**src/logic/awdt_regs.svh**
```systemverilog
// register offsets, field positions, reset values and timing counts of the auxiliary watchdog
`ifndef AWDT_REGS_SVH
`define AWDT_REGS_SVH
`define AWDT_OFS_UNITS 8'hF1
`define AWDT_OFS_COUNT 8'hF2
`define AWDT_OFS_CFG 8'hF3
`define AWDT_OFS_CTRL 8'hF4
`define AWDT_OFS_IRQ_STAT 8'hF8
`define AWDT_OFS_IRQ_CLR 8'hF9
`define AWDT_OFS_IRQ_EN 8'hFA
`define AWDT_RST_UNITS 8'h00
`define AWDT_RST_COUNT 8'h00
`define AWDT_RST_CFG 8'h00
`define AWDT_RST_CTRL 8'h00
`define AWDT_BIT_UNITS_SEC 7
`define AWDT_BIT_CFG_GAME 0
`define AWDT_BIT_CFG_KBD 1
`define AWDT_BIT_CFG_MOUSE 2
`define AWDT_BIT_CTRL_STAT 0
`define AWDT_BIT_CTRL_FORCE 2
`define AWDT_BIT_CTRL_KBC_EN 3
`define AWDT_CLK_HZ 50000000
`define AWDT_SECOND_S 1
`define AWDT_SECOND_CYC (`AWDT_CLK_HZ * `AWDT_SECOND_S)
`define AWDT_MINUTE_SECONDS 60
`endif

```
**src/logic/awdt_pkg.sv**
```systemverilog
// types of the auxiliary watchdog
package awdt_pkg;
  typedef enum logic [1:0] {
    AWDT_IDLE = 2'b00,
    AWDT_COUNT = 2'b01,
    AWDT_EXPIRED = 2'b10
  } awdt_mode_t;
  typedef struct packed {
    logic [7:0] units;
    logic [7:0] count_value;
    logic [7:0] cfg;
    logic status;
    logic kbc_en;
  } awdt_regs_t;
  typedef struct packed {
    logic game_access;
    logic kbd_irq;
    logic mouse_irq;
    logic kbc_force_output;
  } awdt_events_t;
  typedef struct packed {
    logic irq1;
    logic irq3;
    logic irq15;
  } awdt_irq_t;
endpackage

```
**src/logic/awdt_watchdog.sv**
```systemverilog
// auxiliary watchdog timer with avalon-mm register slave
//
// Overview of operation
// [RQ1] units bit 7 zero counts minutes, one counts seconds.
// [RQ2] count value zero disables the watchdog.
// [RQ3] nonzero count value is a binary number of 1 to 255 units.
// [RQ4] config bit 0 lets game-port accesses restart the watchdog.
// [RQ5] config bit 1 lets keyboard interrupts restart the watchdog.
// [RQ6] config bit 2 lets mouse interrupts restart the watchdog.
// [RQ7] config bits 7:4 route interrupt: IRQ15, IRQ3, IRQ1, off; 0010 invalid.
// [RQ8] control bit 0 reads one after timeout, zero while counting; writable. Here a force or a restart out of timeout leaves it one while counting.
// [RQ9] writing one to control bit 2 forces a timeout; bit self-clears.
// [RQ10] control bit 3 lets rising edges of keyboard output force timeouts.
// [RQ11] software force still works while keyboard-output forcing is enabled.
// [RQ12] only edges of keyboard output count; detector ORed with software force.
// [RQ13] units, count and config registers reset to zero.
// [RQ14] software writes zeros to reserved control and units bits.
// [RQ15] count decrements per unit, reloads on restart, sets status at zero.
// [RQ16] selected interrupt high while status set and routing enabled.
//
// Our own choice: the Avalon-MM register port.
`timescale 1ns/1ns
`default_nettype none
`include "awdt_regs.svh"
module awdt_watchdog #(
  parameter int unsigned SECOND_CYCLES = `AWDT_SECOND_CYC,
  parameter int unsigned MINUTE_SECONDS = `AWDT_MINUTE_SECONDS
) (
  // clock and reset
  input wire logic i_clk,
  input wire logic i_arst_n,
  input wire logic i_clk_en,
  // avalon-mm slave
  input wire logic [7:0] i_address,
  input wire logic i_read,
  input wire logic i_write,
  input wire logic [31:0] i_writedata,
  output logic [31:0] o_readdata,
  output logic o_waitrequest,
  // restart and force sources
  input wire awdt_pkg::awdt_events_t i_events,
  // interrupts
  output awdt_pkg::awdt_irq_t o_irq_lines,
  output logic o_irq
);
  initial begin
    if (SECOND_CYCLES < 2 || MINUTE_SECONDS < 1 || MINUTE_SECONDS > 255) begin
      $error("awdt_watchdog: unsupported timing parameters");
    end
  end

  typedef struct packed {
    awdt_pkg::awdt_regs_t regs;
    awdt_pkg::awdt_mode_t mode;
    logic [31:0] prescale;
    logic [7:0] sec_in_min;
    logic [7:0] remaining;
    logic kbc_prev;
    logic ack;
    logic [31:0] rdata;
    logic [1:0] irq_stat;
    logic [1:0] irq_en;
    awdt_pkg::awdt_irq_t lines;
    logic irq;
    logic waitreq;
  } awdt_state_t;

  awdt_state_t st;
  awdt_state_t next_st;
  logic restart;
  logic force_event;
  logic unit_tick;
  logic expire;
  logic wr_hit;
  logic rd_hit;
  logic [7:0] wd;

  always_comb begin
    next_st = st;
    wd = i_writedata[7:0];
    // writes land on the edge where the master sees waitrequest low
    wr_hit = i_write && st.ack;
    rd_hit = i_read && !st.ack;
    // one wait cycle per access: request is answered on the second edge
    next_st.ack = (i_read || i_write) && !st.ack;
    next_st.waitreq = !next_st.ack;
    restart = (i_events.game_access && st.regs.cfg[`AWDT_BIT_CFG_GAME]) // see [RQ4]
      || (i_events.kbd_irq && st.regs.cfg[`AWDT_BIT_CFG_KBD]) // see [RQ5]
      || (i_events.mouse_irq && st.regs.cfg[`AWDT_BIT_CFG_MOUSE]); // see [RQ6]
    next_st.kbc_prev = i_events.kbc_force_output;
    // a level held high for any time yields one event only, see [RQ12]
    force_event = (i_events.kbc_force_output && !st.kbc_prev && st.regs.kbc_en) // see [RQ10]
      || (wr_hit && i_address == `AWDT_OFS_CTRL && wd[`AWDT_BIT_CTRL_FORCE]); // see [RQ9] see [RQ11]

    // prescaler: seconds, then minutes when units bit is clear
    unit_tick = 1'b0;
    if (st.mode != awdt_pkg::AWDT_COUNT || restart) begin
      next_st.prescale = '0;
      next_st.sec_in_min = '0;
    end else if (st.prescale == 32'(SECOND_CYCLES - 1)) begin
      next_st.prescale = '0;
      if (st.regs.units[`AWDT_BIT_UNITS_SEC]) begin // see [RQ1]
        unit_tick = 1'b1;
      end else if (st.sec_in_min == 8'(MINUTE_SECONDS - 1)) begin
        next_st.sec_in_min = '0;
        unit_tick = 1'b1;
      end else begin
        next_st.sec_in_min = st.sec_in_min + 8'h01;
      end
    end else begin
      next_st.prescale = st.prescale + 32'h1;
    end

    expire = 1'b0;
    case (st.mode)
      awdt_pkg::AWDT_IDLE: begin
        if (st.regs.count_value != 8'h00) begin // see [RQ2]
          next_st.mode = awdt_pkg::AWDT_COUNT;
          next_st.remaining = st.regs.count_value; // see [RQ3]
        end
      end
      awdt_pkg::AWDT_COUNT: begin
        if (st.regs.count_value == 8'h00) begin // see [RQ2]
          next_st.mode = awdt_pkg::AWDT_IDLE;
        end else if (restart) begin
          next_st.remaining = st.regs.count_value; // see [RQ15]
        end else if (unit_tick) begin
          if (st.remaining == 8'h01) begin
            expire = 1'b1; // see [RQ15]
            next_st.mode = awdt_pkg::AWDT_EXPIRED;
            next_st.remaining = 8'h00;
          end else begin
            next_st.remaining = st.remaining - 8'h01;
          end
        end
      end
      awdt_pkg::AWDT_EXPIRED: begin
        // counting resumes once software clears status or a restart arrives
        if (!st.regs.status || restart) begin
          next_st.mode = awdt_pkg::AWDT_IDLE;
        end
      end
      default: begin
        next_st.mode = awdt_pkg::AWDT_IDLE;
      end
    endcase

    // register writes
    if (wr_hit) begin
      if (i_address == `AWDT_OFS_UNITS) begin
        next_st.regs.units = wd & 8'h80;
      end else if (i_address == `AWDT_OFS_COUNT) begin
        next_st.regs.count_value = wd;
        if (st.mode == awdt_pkg::AWDT_COUNT) begin
          next_st.remaining = wd;
        end
      end else if (i_address == `AWDT_OFS_CFG) begin
        next_st.regs.cfg = wd & 8'hF7;
      end else if (i_address == `AWDT_OFS_CTRL) begin
        next_st.regs.status = wd[`AWDT_BIT_CTRL_STAT]; // see [RQ8]
        next_st.regs.kbc_en = wd[`AWDT_BIT_CTRL_KBC_EN];
      end else if (i_address == `AWDT_OFS_IRQ_CLR) begin
        next_st.irq_stat = st.irq_stat & ~wd[1:0];
      end else if (i_address == `AWDT_OFS_IRQ_EN) begin
        next_st.irq_en = wd[1:0];
      end
    end
    // hardware set wins over a software clear in the same cycle
    if (expire || force_event) begin
      next_st.regs.status = 1'b1; // see [RQ8]
      next_st.irq_stat[0] = 1'b1;
    end
    if (restart) begin
      next_st.irq_stat[1] = 1'b1;
    end

    // read data, force bit always reads zero since it self-clears
    next_st.rdata = '0;
    if (rd_hit) begin
      if (i_address == `AWDT_OFS_UNITS) begin
        next_st.rdata[7:0] = st.regs.units;
      end else if (i_address == `AWDT_OFS_COUNT) begin
        next_st.rdata[7:0] = st.regs.count_value;
      end else if (i_address == `AWDT_OFS_CFG) begin
        next_st.rdata[7:0] = st.regs.cfg;
      end else if (i_address == `AWDT_OFS_CTRL) begin
        next_st.rdata[7:0] = {4'h0, st.regs.kbc_en, 2'b00, st.regs.status};
      end else if (i_address == `AWDT_OFS_IRQ_STAT) begin
        next_st.rdata[1:0] = st.irq_stat;
      end else if (i_address == `AWDT_OFS_IRQ_EN) begin
        next_st.rdata[1:0] = st.irq_en;
      end
    end

    // routing: invalid code 0010 and all codes other than F, 3 and 1 drive nothing
    next_st.lines = '0;
    if (next_st.regs.status) begin // see [RQ16]
      case (next_st.regs.cfg[7:4]) // see [RQ7]
        4'hF: next_st.lines.irq15 = 1'b1;
        4'h3: next_st.lines.irq3 = 1'b1;
        4'h1: next_st.lines.irq1 = 1'b1;
        default: next_st.lines = '0;
      endcase
    end
    next_st.irq = |(next_st.irq_stat & next_st.irq_en);
  end

  always_ff @(posedge i_clk or negedge i_arst_n) begin
    if (!i_arst_n) begin
      st <= '0;
      st.waitreq <= 1'b1;
      st.regs.units <= `AWDT_RST_UNITS; // see [RQ13]
      st.regs.count_value <= `AWDT_RST_COUNT;
      st.regs.cfg <= `AWDT_RST_CFG;
    end else if (i_clk_en) begin
      st <= next_st;
    end
  end

  assign o_readdata = st.rdata;
  assign o_waitrequest = st.waitreq;
  assign o_irq_lines = st.lines;
  assign o_irq = st.irq;
endmodule
`default_nettype wire

```
**config.mk**
```make
export PLATFORM = sky130hd
export DESIGN_NAME = awdt_watchdog
export DESIGN_NICKNAME = d
export VERILOG_FILES = /design/src/logic/awdt_pkg.sv /design/src/logic/awdt_watchdog.sv
export VERILOG_INCLUDE_DIRS = /design/src /design/src/logic
export SDC_FILE = /design/constraint.sdc
export NUM_CORES = 1
export LEC_CHECK = 0
export ABC_AREA = 1
export BUFFER_PORTS_ARGS = -buffer_cell sky130_fd_sc_hd__buf_2
export CORE_UTILIZATION = 30
export CTS_BUF_LIST = sky130_fd_sc_hd__clkbuf_2 sky130_fd_sc_hd__clkbuf_4 sky130_fd_sc_hd__clkbuf_8
export DETAILED_ROUTE_END_ITERATION = 16
export GPL_TIMING_DRIVEN = 1
export HOLD_SLACK_MARGIN = 0.06
export PLACE_DENSITY = 0.44
export RECOVER_POWER = 50
export SLEW_MARGIN = 20
export SYNTH_ARGS = -nofsm -noshare
export SYNTH_HDL_FRONTEND = slang
export SYNTH_SLANG_ARGS = --single-unit
```
**constraint.sdc**
```tcl
create_clock -name i_clk -period 2.2 [get_ports i_clk]
set_input_delay 0.22 -clock i_clk [delete_from_list [all_inputs] [get_ports i_clk]]
set_output_delay 0.22 -clock i_clk [all_outputs]
set_load 0.01 [all_outputs]
```
* After elaboration in Yosys (flattened, before gate mapping)
Index checks and enable logic that the tools add are counted.
Widths: inputs -> output; s select.
** Cells by class
- Reductions and logical operators :: 32
- Multiply operators :: 0
- Add/subtract/negate cells :: 3
- Multiplexer cells :: 60
- Magnitude comparators :: 0
- Equality and inequality tests :: 22
- Divide/modulo/power cells :: 0
- Bitwise operators :: 6
- Shift operators :: 0
** Operator list (count)
- $mux 8 :: 17
- $eq 8x8->1 const B :: 7
- $mux 40 :: 1
- $add 32x1->32 const B :: 1
- $eq 32x26->1 const B :: 1
- $mux 32 :: 1
- $mux 10 :: 3
- $mux 2 :: 15
- $mux 4 :: 5
- $pmux 8 s2 :: 1
- $mux 1 :: 15
- $reduce_and 6->1 :: 2
- $logic_and 1x1->1 :: 10
- $ne 3x3->1 const B :: 3
- $add 8x1->8 const B :: 1
- $eq 8x1->1 const B :: 1
- $eq 8x6->1 const B :: 1
- $logic_not 8->1 :: 1
- $reduce_bool 8->1 :: 1
- $sub 8x1->8 const B :: 1
- $logic_or 1x1->1 :: 7
- $pmux 2 s3 :: 1
- $reduce_and 3->1 :: 2
- $reduce_and 5->1 :: 1
- 16 further kinds :: 24
** Storage, ports and cells
- Input bits :: 49
- Register bits :: 87
- Bits in writable memories :: 0
- Latch bits :: 0
- Word-level logic and storage cells :: 143
- Output and inout port bits :: 37
- Memories kept :: 0
- Bits in read-only memories :: 0

* Logic depth before layout (Yosys ltp)
Gate-level depths: netlist (run 1).
- Depth in word-level cells :: 13
- Gate-level depth with buffers :: 17
- Mapped depth without buffers :: 16

* Worst setup path after synthesis (run 1)
OpenSTA, ideal clock, no wires.
- Path kind :: register to register
- From :: register st[59] in the netlist's numbering
- To :: register st[49] in the netlist's numbering
- Required time :: 2083 ps
- Period minus slack after synthesis :: 1723 ps
- Arrival :: 1607 ps
- Path slack :: 477 ps
- Path buffers :: 0
- Stages on the path, launching flop included :: 15
- Path through :: dfrtp_1 ha_1 nand3_1 inv_1 nand2_1 nor2_1 nand3_1 nor2_1 nand3_1 o21ai_0 nand2_1 nand2_1 nand2_1 nand2_1 nand2_1
** Between the ends
- Word-level cells in the longest chain between the ends :: 11
** Ends and longest elaborated chain
- start: declaration :: line awdt_watchdog.sv:68 : awdt_state_t st;
- start signal: assignment :: line awdt_watchdog.sv:216 : st <= next_st;
- $eq 32x26->1 (*) :: line awdt_watchdog.sv:100 : end else if (st.prescale == 32'(SECOND_CYCLES - 1)) begin
- $mux 1 (*) :: line awdt_watchdog.sv:100
- $mux 1 (*) :: line awdt_watchdog.sv:97 : if (st.mode != awdt_pkg::AWDT_COUNT || restart) begin
- $mux 8 (*) :: line awdt_watchdog.sv:127 : end else if (unit_tick) begin
- $mux 8 (*) :: line awdt_watchdog.sv:125 : end else if (restart) begin
- $mux 8 (*) :: line awdt_watchdog.sv:123 : if (st.regs.count_value == 8'h00) begin
- $pmux 8 s2 (*) :: line awdt_watchdog.sv:115 : case (st.mode)
- $mux 8 :: line awdt_watchdog.sv:154 : if (st.mode == awdt_pkg::AWDT_COUNT) begin
- $mux 8 :: line awdt_watchdog.sv:152 : end else if (i_address == `AWDT_OFS_COUNT) begin
- $mux 8 :: line awdt_watchdog.sv:150 : if (i_address == `AWDT_OFS_UNITS) begin
- $mux 8 (*) :: line awdt_watchdog.sv:149 : if (wr_hit) begin
Mark *: on every way between the ends. The rest lies on a longest branch, timed or not.
A chain may end at the register's enable or synchronous reset.

* Worst setup path in the final report (run 1)
- From :: register st[59] in the netlist's numbering
- To :: register st[87] in the netlist's numbering
** Between the ends
- Word-level cells in the longest chain between the ends :: 3
- Elaborated cells on any way between the ends :: 4
- Classes of those cells :: add/sub: 1; eq/ne: 1; mux: 2
** Ends and longest elaborated chain (line)
- $add 32x1->32 or $eq 32x26->1 (tied branches) :: awdt_watchdog.sv:111, awdt_watchdog.sv:100
- $mux 32 (*) :: awdt_watchdog.sv:100
- $mux 40 (*) :: awdt_watchdog.sv:97
Marked as above.

==> impl_results.md, run 1 <==
- Share of the yosys chip area belonging to registers: 0.3816
- Met1 usage: 0.2196
- Overall power: 4.133 mW
- Synth area leaders: dfrtp_1 (38%), nand2_1 (14%), nor2_1 (6.4%), inv_1 (5.9%), o21ai_0 (4.9%)
- Final GP Congestion: 0.8203
- Design Area, Final: 0.006382 mm²
- Initial Util: 0.3052
- Setup Crit Path Kind: reg2reg
- CTS tree: built
- Sw Share: 0.3605
- Hold WC Path Type: in2reg
- Area of the multi-input gates: 0.002957 mm²
- Post-synthesis cell area: 0.005708 mm²
- Setup violation total in the final timing report: 0
- Grt met2 use: 0.2984
- Via count: 5150
- Commonest register cell after synthesis: dfrtp_1
- H-tree levels: 3
- Die height: 139.9 µm
- GRT Resource Usage Total: 0.1728
- I/O pin total: 86
- Synth top area share: 0.3770
- Yosys warns: 0
- Initial antenna violation count: 0
- Power Density: 647.6 mW/mm²
- Setup TNS: 0 ns
- 1st-iter DRT viols: 221
- Hold Vio Cnt, Final: 0
- Reg clk slew, reported paths: 0.09 ns
- Final min period: 2.044 ns
- Routed Wire Length: 16020 µm
- Busiest grt layer: met2
- Num CTS Buffers: 9
- Sequential cell area: 0.002178 mm²
- Status: finished, final reports clean
- Slew headroom: 0.4183
- Avg Vias per Cell: 4.669
- CP Capture Type: flop
- Clock Skew: 0.01570 ns
- Synth Instances: 817
- Synth area leader: dfrtp_1
- Lkg Pwr: 2.996 nW
- Ant diodes: 0
- Area of placed instances: 0.006158 mm²
- RSZ-0062 raised after global routing: false
- Vias in the first global route: 5000
- Hold WS: 0.1293 ns
- Largest net degree at the start of global routing: 37
- Synth unique cells: 48
- Seq cells post-synth: 87
- Clock Latency Late Sink: 0.38 ns
- Critical path launch point type: flop
- FMAX: 0.4892 GHz
- Area growth from synthesis to layout: 11.81%
- Final period util: 0.9292
- Most frequent cells in the layout: nand2_1 (209), nor2_1 (94), inv_1 (89), dfrtp_1 (86), o21ai_0 (55)
- Comb pwr share: 0.290
- Met3 usage: 0.03795
- Post-CTS setup buffers: 0
- CTS Root Cell: clkbuf_8
- Layout Nets: 917
- EDFF count, synth: 0
- Clock Path Buffers: 2
- Wire length per cell: 14.52 µm
- Post-route ant nets: 0
- Clock power share: 0.280
- CP arrival: 2.35 ns
- Sequential share of power: 0.430
- FFs w/ async S/R, synth: 1.000
- Layout cells sized above 1: 0.1323
- GR Overflow Total: 0
- Peak supply drop: 0.0002321 V
- Synthesized area per cell: 6.987 µm²
- First-pass GRT wire length: 26410 µm
- 1st-pass router iterations: 5
- Port Buf Inserts: 37
- # clock sinks: 87
- Final slew viol count: 0
- Layout Cells excl Fill: 1103
- Worst slew pin tran: 0.8726 ns
- DIE AREA: 0.01958 mm²
- CP Max Fanout: 4
- Placed insts: 1085
- Layout fillers: 2071
- Net Sw Power: 1.490 mW
- DRC viols: 0
- # rows: 50
- Commonest non-fill, non-tap cell in the layout: nand2_1
- DP HPWL: 12150 µm
- Max Cap Viol: 0
- Worst endpoint required time: 2.51 ns
- Die Wd: 139.9 µm
- Core area: 0.01871 mm²
- Internal: 2.643 mW
power by group through the flow:
stage          combinational (mW)  clock (mW)  sequential, mW
2_1_floorplan               0.832           0            1.79
3_5_place_dp                 1.20           0            1.81
5_1_grt                      1.37        1.27            1.79
4_1_cts                      1.21        1.22            1.78
3_3_place_gp                 1.21           0            1.81
6_report                     1.20        1.16            1.78
cell usage after synthesis, types with 5 or more instances:
cell	count
nand4_1	18
inv_2	7
dfrtp_1	86
a21oi_1	43
buf_1	5
nor3_1	25
nor2_2	9
o31ai_1	6
nand3_1	43
o21ai_0	56
a31oi_1	6
nor2_1	98
o211ai_1	9
xor2_1	11
inv_1	89
nand2_1	211
clkbuf_1	8
buf_4	36
cell families (layout without fill, tap and decap cells):
logic type	after synthesis	after routing	share of synthesized area
other	1	24	0.0006570
and+or+nand+nor	430	430	0.3347
adders and majority gates	4	4	0.008768
muxes	1	1	0.001754
xor gates and xnor gates	13	13	0.01995
DFF	87	87	0.3816
AOI/OAI and AO/OA	134	134	0.1317
buffers and inverters	147	176	0.1208
worst max-delay path, stage by stage (launching register included):
cell and delay [ns]:
dfrtp_1 0.40, ha_1 0.20, nand2_1 0.09, nor2_2 0.15, nand2_2 0.13, nor3_2 0.21, nand2_1 0.10, nor3_1 0.30
nand2_1 0.12, a21oi_1 0.14, o21a_1 0.13
routing by layer:
layer | wire length, µm | up-vias
met5 | 0 | -
met4 | 195 | 0
met3 | 514 | 9
met2 | 7688 | 89
met1 | 7618 | 2364
li1 | - | 2688
flip-flops by register name, summed over array words and instances, names as in the netlist:
| signal | flops |
|---|---|
| o_readdata | 8 |
| st | 74 |
| o_irq_lines | 3 |
| o_irq | 1 |
| o_waitrequest | 1 |
area by class of cell:
cell class	instances	share of cell area
clock inverter	2	0.001960
clock buffer	14	0.02921
tap	234	0.04587
timing repair buffer	64	0.06195
inverter	96	0.05646
multi-input combinational	606	0.4632
sequential	87	0.3413
worst paths after layout:
path	slack (ns)	cells after the start	startpoint	endpoint
setup reg to reg	0.16	10	st[59]	st[87]
hold / removal	0.13	2	i_clk_en	st[59]
setup / recovery	0.16	10	st[59]	st[87]
min in group asynchronous	0.48	2	i_arst_n	st[69]
hold reg to reg	0.48	2	o_irq_lines[2]	o_irq_lines[2]
max in group asynchronous	0.37	3	i_arst_n	st[118]
what timing repair did:
item                       in CTS  in global routing
hold endpoints to repair       32                  0
hold buffers                    2                  0
setup endpoints to repair       3                 16
gates resized for setup         1                  9
pin swaps                       0                  1
metrics by stage:
| stage | setup WS [ns] | util |
|---|---|---|
| 2_1_floorplan | 0.4767 | - |
| 3_3_place_gp | 0.04754 | 0.3292 |
| 3_5_place_dp | 0.008884 | 0.3292 |
| 4_1_cts | 0.06166 | 0.3411 |
| 5_1_grt | 0.008954 | 0.3412 |
| 6_report | 0.1558 | 0.3412 |
(Power assumes the default switching activity.)
==> run 2: changes to the inputs <==
==> constraint.sdc (replaced) <==
create_clock -name i_clk -period 2.2 [get_ports i_clk]
set_input_delay 0.11 -clock i_clk [delete_from_list [all_inputs] [get_ports i_clk]]
set_output_delay 0.11 -clock i_clk [all_outputs]
set_load 0.01 [all_outputs]
==> impl_results.md, run 2 (synthesis gave the netlist of run 1 again) <==
- DRC viols: 0 (unchanged)
- Reg clk slew, reported paths: 0.11 ns (+0.02 ns)
- Largest register FFs: 74 (unchanged)
- 1st-pass router iterations: 4 (-1)
- Final GP Congestion: 0.8081 (-1.5%)
- Worst endpoint required time: 2.48 ns (-0.03 ns)
- Initial Util: 0.3052 (unchanged)
- Ant diodes: 0 (unchanged)
- Critical path launch point type: flop
- Core Util, Final: 0.3486 (+0.007425)
- Worst slew pin tran: 1.765 ns (+0.8921 ns)
- Area growth from synthesis to layout: 14.25%
- Post-route ant nets: 0 (unchanged)
- Failing checks: capacitance limit, slew limit
- Hold Vio Cnt, Final: 0 (unchanged)
- Clock Skew: 0.01503 ns (-0.0006618 ns)
- R2r worst-path depth: 15 (+5)
- DP HPWL: 12300 µm (+1.3%)
- Core area: 0.01871 mm² (unchanged)
- Routed Wire Length: 16280 µm (+1.6%)
- Max Cap Viol: 1 (+1)
- Slew headroom: -0.1765 (-0.5948)
- Crit-path most repeated cell: nand2_1
- Die height: 139.9 µm (unchanged)
- Hold WC Path Type: in2reg
- Final min period: 2.016 ns (-0.02821 ns)
- Power Density: 647.2 mW/mm² (about the same)
- Setup violation total in the final timing report: 0 (unchanged)
- H-tree levels: 3 (unchanged)
- Vias in the first global route: 5147 (+2.9%)
- Area of placed instances: 0.006203 mm² (+0.73%)
- CP max stage cell: dfrtp_1
- Final slew viol count: 28 (+28)
- Via count: 5274 (+2.4%)
- Commonest non-fill, non-tap cell in the layout: nand2_1
- Buf/Inv on CP: 2 (+2)
- Placed insts: 1091 (+0.55%)
- First-pass GRT wire length: 26830 µm (+1.6%)
- Crit-path leading delay family: simple AND/OR/NAND/NOR gates
- Design Area, Final: 0.006521 mm² (+2.2%)
- Setup Crit Path Kind: reg2reg
- Hold path cells: 3 (+1)
- CTS tree: built
- CP arrival: 2.30 ns (-0.05 ns)
- 1st-iter DRT viols: 225 (+1.8%)
- I/O pin total: 86 (unchanged)
- Initial antenna violation count: 0 (unchanged)
- CTS Root Cell: clkbuf_8
- Layout fillers: 2035 (-1.7%)
- Layout Cells excl Fill: 1115 (+1.1%)
- Most frequent cells in the layout: nand2_1 (210), nor2_1 (94), inv_1 (89), dfrtp_1 (86), o21ai_0 (55)
- Die Wd: 139.9 µm (unchanged)
- # rows: 50 (unchanged)
- GR Overflow Total: 0 (unchanged)
- Status: finished, violations left
- Num CTS Buffers: 9 (unchanged)
- # clock sinks: 87 (unchanged)
- Avg Vias per Cell: 4.730 (+1.3%)
- GRT Resource Usage Total: 0.1756 (+0.002791)
- Layout Nets: 929 (+1.3%)
- CP Cell Sequence: ha_4 -> nand3_2 -> inv_1 -> nand2_1 -> nor2_2 -> nand3_1 -> nor2_2 -> buf_4 -> nand3_1 -> o21ai_1 -> nand2_1 -> nand2_1 -> nand2_1 -> nand2_1 -> nand2_1
- Peak supply drop: 0.0003043 V (+31%)
- CP Max Fanout: 3 (-1)
- Biggest register: st
- Layout cells sized above 1: 0.1430 (+0.01068)
- Wire length per cell: 14.60 µm (+0.55%)
- Final period util: 0.9164 (-0.01282)
- DIE AREA: 0.01958 mm² (unchanged)
- Crit-path max cell delay: 0.43 ns (+0.03 ns)
- Clock Latency Late Sink: 0.39 ns (about the same)
- Stages on the worst setup path: 15 (+5)
- Largest net degree at the start of global routing: 44 (+19%)
- Lkg Pwr: 3.056 nW (+2.0%)
- Port Buf Inserts: 37 (unchanged)
- FMAX: 0.4960 GHz (+1.4%)
- Clock Path Buffers: 2 (unchanged)
- CP Capture Type: flop
==> run 2: cell count changes in the layout (fill, tap and decap cells not counted), moves of 2 or more <==
| cell | change |
|---|---|
| dlygate4sd3_1 | +4 |
| buf_4 | +9 |
| inv_6 | +3 |
| clkbuf_2 | -2 |
| clkbuf_8 | -4 |
==> run 2: path summary, 6_finish.rpt <==
check                                  to  slack [ns]            from
setup reg to reg                   st[49]        0.18          st[59]
hold / removal                    st[100]        0.07  i_writedata[5]
min in group asynchronous          st[64]        0.73        i_arst_n
hold reg to reg            o_irq_lines[2]        0.48  o_irq_lines[2]
max in group asynchronous          st[86]        0.38        i_arst_n
setup / recovery                   st[49]        0.18          st[59]
==> run 2: worst register-to-register path, cell delays in order, from the launching register on <==
cell and delay [ns]:
dfrtp_1 0.43, ha_4 0.18, nand3_2 0.08, inv_1 0.08
nand2_1 0.08, nor2_2 0.12, nand3_1 0.11, nor2_2 0.15
buf_4 0.13, nand3_1 0.08, o21ai_1 0.16, nand2_1 0.06
nand2_1 0.07, nand2_1 0.04, nand2_1 0.09, nand2_1 0.05
==> run 2: area by class of cell <==
type	count	area (µm²)	area share
Clock buffer	9	123.9	0.01899
Clock inverter	7	80.08	0.01228
Inverter	96	360.3	0.05526
Multi-Input combinational cell	606	2972	0.4557
Sequential cell	87	2178	0.3340
Tap cell	234	292.8	0.04490
Timing Repair Buffer	76	514.2	0.07886
==> run 2: metrics by stage <==
stage / setup TNS, ns / worst slack [ns] / hold slack (ns) / power, mW
2_1_floorplan: 0 / 0.4767 / -0.1856 / 2.625
3_3_place_gp: 0 / 0.08908 / 0.08783 / 3.015
3_5_place_dp: 0 / 0.1053 / 0.08313 / 3.010
6_report: 0 / 0.1840 / 0.07407 / 4.221
5_1_grt: -0.04126 / -0.03143 / 0.09364 / 4.517
4_1_cts: 0 / 0.06889 / 0.06443 / 4.263
==> run 2: timing repair <==
| action | in CTS | in global routing |
|---|---|---|
| hold buffers | 6 | 0 |
| gates resized for setup | 0 | 12 |
| buffers inserted | 0 | 2 |
| endpoints found under the hold margin | 69 | 0 |
| endpoints found under the setup margin | 0 | 15 |
==> run 2: layer usage <==
| metal | global-route usage | up-vias | share of wire |
|---|---|---|---|
| met2 | 0.2968 | 94 | 0.47 |
| li1 | - | 2712 | - |
| met1 | 0.2303 | 2453 | 0.48 |
| met5 | 0 | - | 0 |
| met4 | 0.05205 | 0 | 0.016 |
| met3 | 0.02803 | 15 | 0.028 |
==> run 2: where the power goes <==
group,internal (mW),switching [mW]
combinational,0.432,0.793
clock,0.539,0.675
sequential,1.70,0.0850
total,2.67,1.55
==> run 3: changes to the inputs <==
--- a/config.mk
+++ b/config.mk
@@ -10,11 +10,13 @@
 export BUFFER_PORTS_ARGS = -buffer_cell sky130_fd_sc_hd__buf_2
 export CORE_UTILIZATION = 30
 export CTS_BUF_LIST = sky130_fd_sc_hd__clkbuf_2 sky130_fd_sc_hd__clkbuf_4 sky130_fd_sc_hd__clkbuf_8
+export CTS_CLUSTER_DIAMETER = 200
 export DETAILED_ROUTE_END_ITERATION = 16
 export GPL_TIMING_DRIVEN = 1
 export HOLD_SLACK_MARGIN = 0.06
 export PLACE_DENSITY = 0.44
 export RECOVER_POWER = 50
+export SETUP_SLACK_MARGIN = 0.2
 export SLEW_MARGIN = 20
 export SYNTH_ARGS = -nofsm -noshare
 export SYNTH_HDL_FRONTEND = slang
==> impl_results.md, run 3 (synthesis gave the netlist of run 1 again) <==
- Stages on the worst setup path: 10 (-5)
- Via count: 5354 (+1.5%)
- Buf/Inv on CP: 0 (-2)
- Clock Latency Late Sink: 0.39 ns (about the same)
- Crit-path leading delay family: simple AND/OR/NAND/NOR gates
- Peak supply drop: 0.0002947 V (-3.2%)
- Layout fillers: 2028 (-0.34%)
- Routed Wire Length: 16390 µm (+0.68%)
- Setup Crit Path Kind: reg2reg
- H-tree levels: 3 (unchanged)
- Hold path cells: 3 (unchanged)
- Core area: 0.01871 mm² (unchanged)
- 1st-pass router iterations: 5 (+1)
- Worst slew pin tran: 1.173 ns (-0.5915 ns)
- Power Density: 633.5 mW/mm² (-2.1%)
- Status: finished, final reports clean
- DP HPWL: 12300 µm (unchanged)
- Setup violation total in the final timing report: 0 (unchanged)
- Wire length per cell: 14.59 µm (about the same)
- CP Cell Sequence: ha_2 -> nand2_1 -> nor2_4 -> nand2_4 -> nor3_2 -> nand2_1 -> nor3_1 -> nand2_1 -> a21oi_1 -> o21a_1
- Biggest register: st
- Slew headroom: 0.2178 (+0.3943)
- Final slew viol count: 0 (-100%)
- Port Buf Inserts: 37 (unchanged)
- Critical path launch point type: flop
- Worst endpoint required time: 2.53 ns (+0.05 ns)
- Commonest non-fill, non-tap cell in the layout: nand2_1
- DIE AREA: 0.01958 mm² (unchanged)
- GR Overflow Total: 0 (unchanged)
- Clock Path Buffers: 2 (unchanged)
- # clock sinks: 87 (unchanged)
- Final GP Congestion: 0.8081 (unchanged)
- Initial Util: 0.3052 (unchanged)
- First-pass GRT wire length: 26870 µm (+0.15%)
- Most frequent cells in the layout: nand2_1 (201), nor2_1 (90), inv_1 (85), dfrtp_1 (83), o21ai_0 (52)
- Post-route ant nets: 0 (unchanged)
- Largest register FFs: 74 (unchanged)
- Area growth from synthesis to layout: 17.76%
- CP Max Fanout: 4 (+1)
- Initial antenna violation count: 0 (unchanged)
- # rows: 50 (unchanged)
- Lkg Pwr: 3.137 nW (+2.7%)
- CTS Root Cell: clkbuf_8
- Avg Vias per Cell: 4.768 (+0.79%)
- CP max stage cell: dfrtp_1
- Worst setup margin: 0.2360 ns (+0.05203 ns)
- 1st-iter DRT viols: 221 (-1.8%)
- GRT Resource Usage Total: 0.1758 (+0.0002222)
- CTS tree: built
- I/O pin total: 86 (unchanged)
- Crit-path max cell delay: 0.39 ns (-0.04 ns)
- Die height: 139.9 µm (unchanged)
- Pre-CTS WS: 0.1053 ns (unchanged)
- Die Wd: 139.9 µm (unchanged)
- Num CTS Buffers: 9 (unchanged)
- Final min period: 1.964 ns (-0.05203 ns)
- Hold WC Path Type: in2reg
- CP Capture Type: flop
- Layout cells sized above 1: 0.1789 (+0.03583)
- Final period util: 0.8927 (-0.02365)
- Ant diodes: 0 (unchanged)
- DRC viols: 0 (unchanged)
- FMAX: 0.5092 GHz (+2.6%)
- R2r worst-path depth: 10 (-5)
- RSZ-0062 raised after global routing: true
- Vias in the first global route: 5154 (+0.14%)
- Reg clk slew, reported paths: 0.11 ns (about the same)
- Crit-path most repeated cell: nand2_1
- Largest net degree at the start of global routing: 44 (unchanged)
- CP arrival: 2.29 ns (about the same)
- Hold Vio Cnt, Final: 0 (unchanged)
- Layout Nets: 937 (+0.86%)
- Max Cap Viol: 0 (-1)
- Setup TNS: 0 ns (unchanged)
- Clock Skew: 0.01996 ns (+0.004927 ns)
==> run 3: path summary, 6_finish.rpt <==
kind                           startpoint              to  slack [ns]
setup / recovery                   st[60]          st[87]        0.24
hold / removal             i_writedata[5]         st[100]        0.07
setup reg to reg                   st[60]          st[87]        0.24
hold reg to reg            o_irq_lines[2]  o_irq_lines[2]        0.48
max in group asynchronous        i_arst_n          st[93]        0.53
min in group asynchronous        i_arst_n          st[64]        0.20
==> run 3: power by group <==
group / total, mW / internal, mW / switching (mW)
logic: 1.27 / 0.442 / 0.827
registers: 1.77 / 1.70 / 0.0778
clock network: 1.21 / 0.539 / 0.675
==> run 3: cell type report <==
type                       count  area (µm²)  area share
clock inverter                 7       80.08     0.01191
inverter                      96       362.8     0.05398
clock buffer                   9       123.9     0.01843
tap                          234       292.8     0.04356
timing repair buffer          84       565.5     0.08414
multi-input combinational    606        3114      0.4633
sequential                    87        2182      0.3246
==> run 3: routing by layer <==
layer,GRT usage,part of all wire,wire (µm),vias to the layer above
met2,0.2976,0.48,7807,104
li1,-,-,-,2733
met5,0,0,0,-
met1,0.2303,0.48,7835,2502
met4,0.05205,0.016,268,0
met3,0.02803,0.029,479,15
==> run 3: through the flow <==
stage          hold WS, ns  cell area [µm²]  instances  power (mW)    util
2_1_floorplan      -0.1856             5794        840       2.625       -
3_3_place_gp       0.08783             6203       1091       3.015  0.3316
3_5_place_dp       0.08313             6203       1091       3.010  0.3316
4_1_cts            0.06443             6500       1114       4.284  0.3475
5_1_grt            0.09318             6721       1123       4.549  0.3593
6_report           0.07315             6721       1123       4.258  0.3593
==> run 3: what timing repair did <==
action                                  CTS  global route
gates resized for setup                   8            50
pin swaps                                 1            18
endpoints found under the hold margin    69             0
endpoints found under the setup margin   16            37
buffers inserted                          1             9
hold buffers                              6             0
==> run 3: worst register-to-register path, stage by stage, from the launching register on <==
cell and delay, ns:
dfrtp_1 0.39, ha_2 0.21, nand2_1 0.11, nor2_4 0.18, nand2_4 0.10, nor3_2 0.15, nand2_1 0.08, nor3_1 0.30
nand2_1 0.13, a21oi_1 0.14, o21a_1 0.12
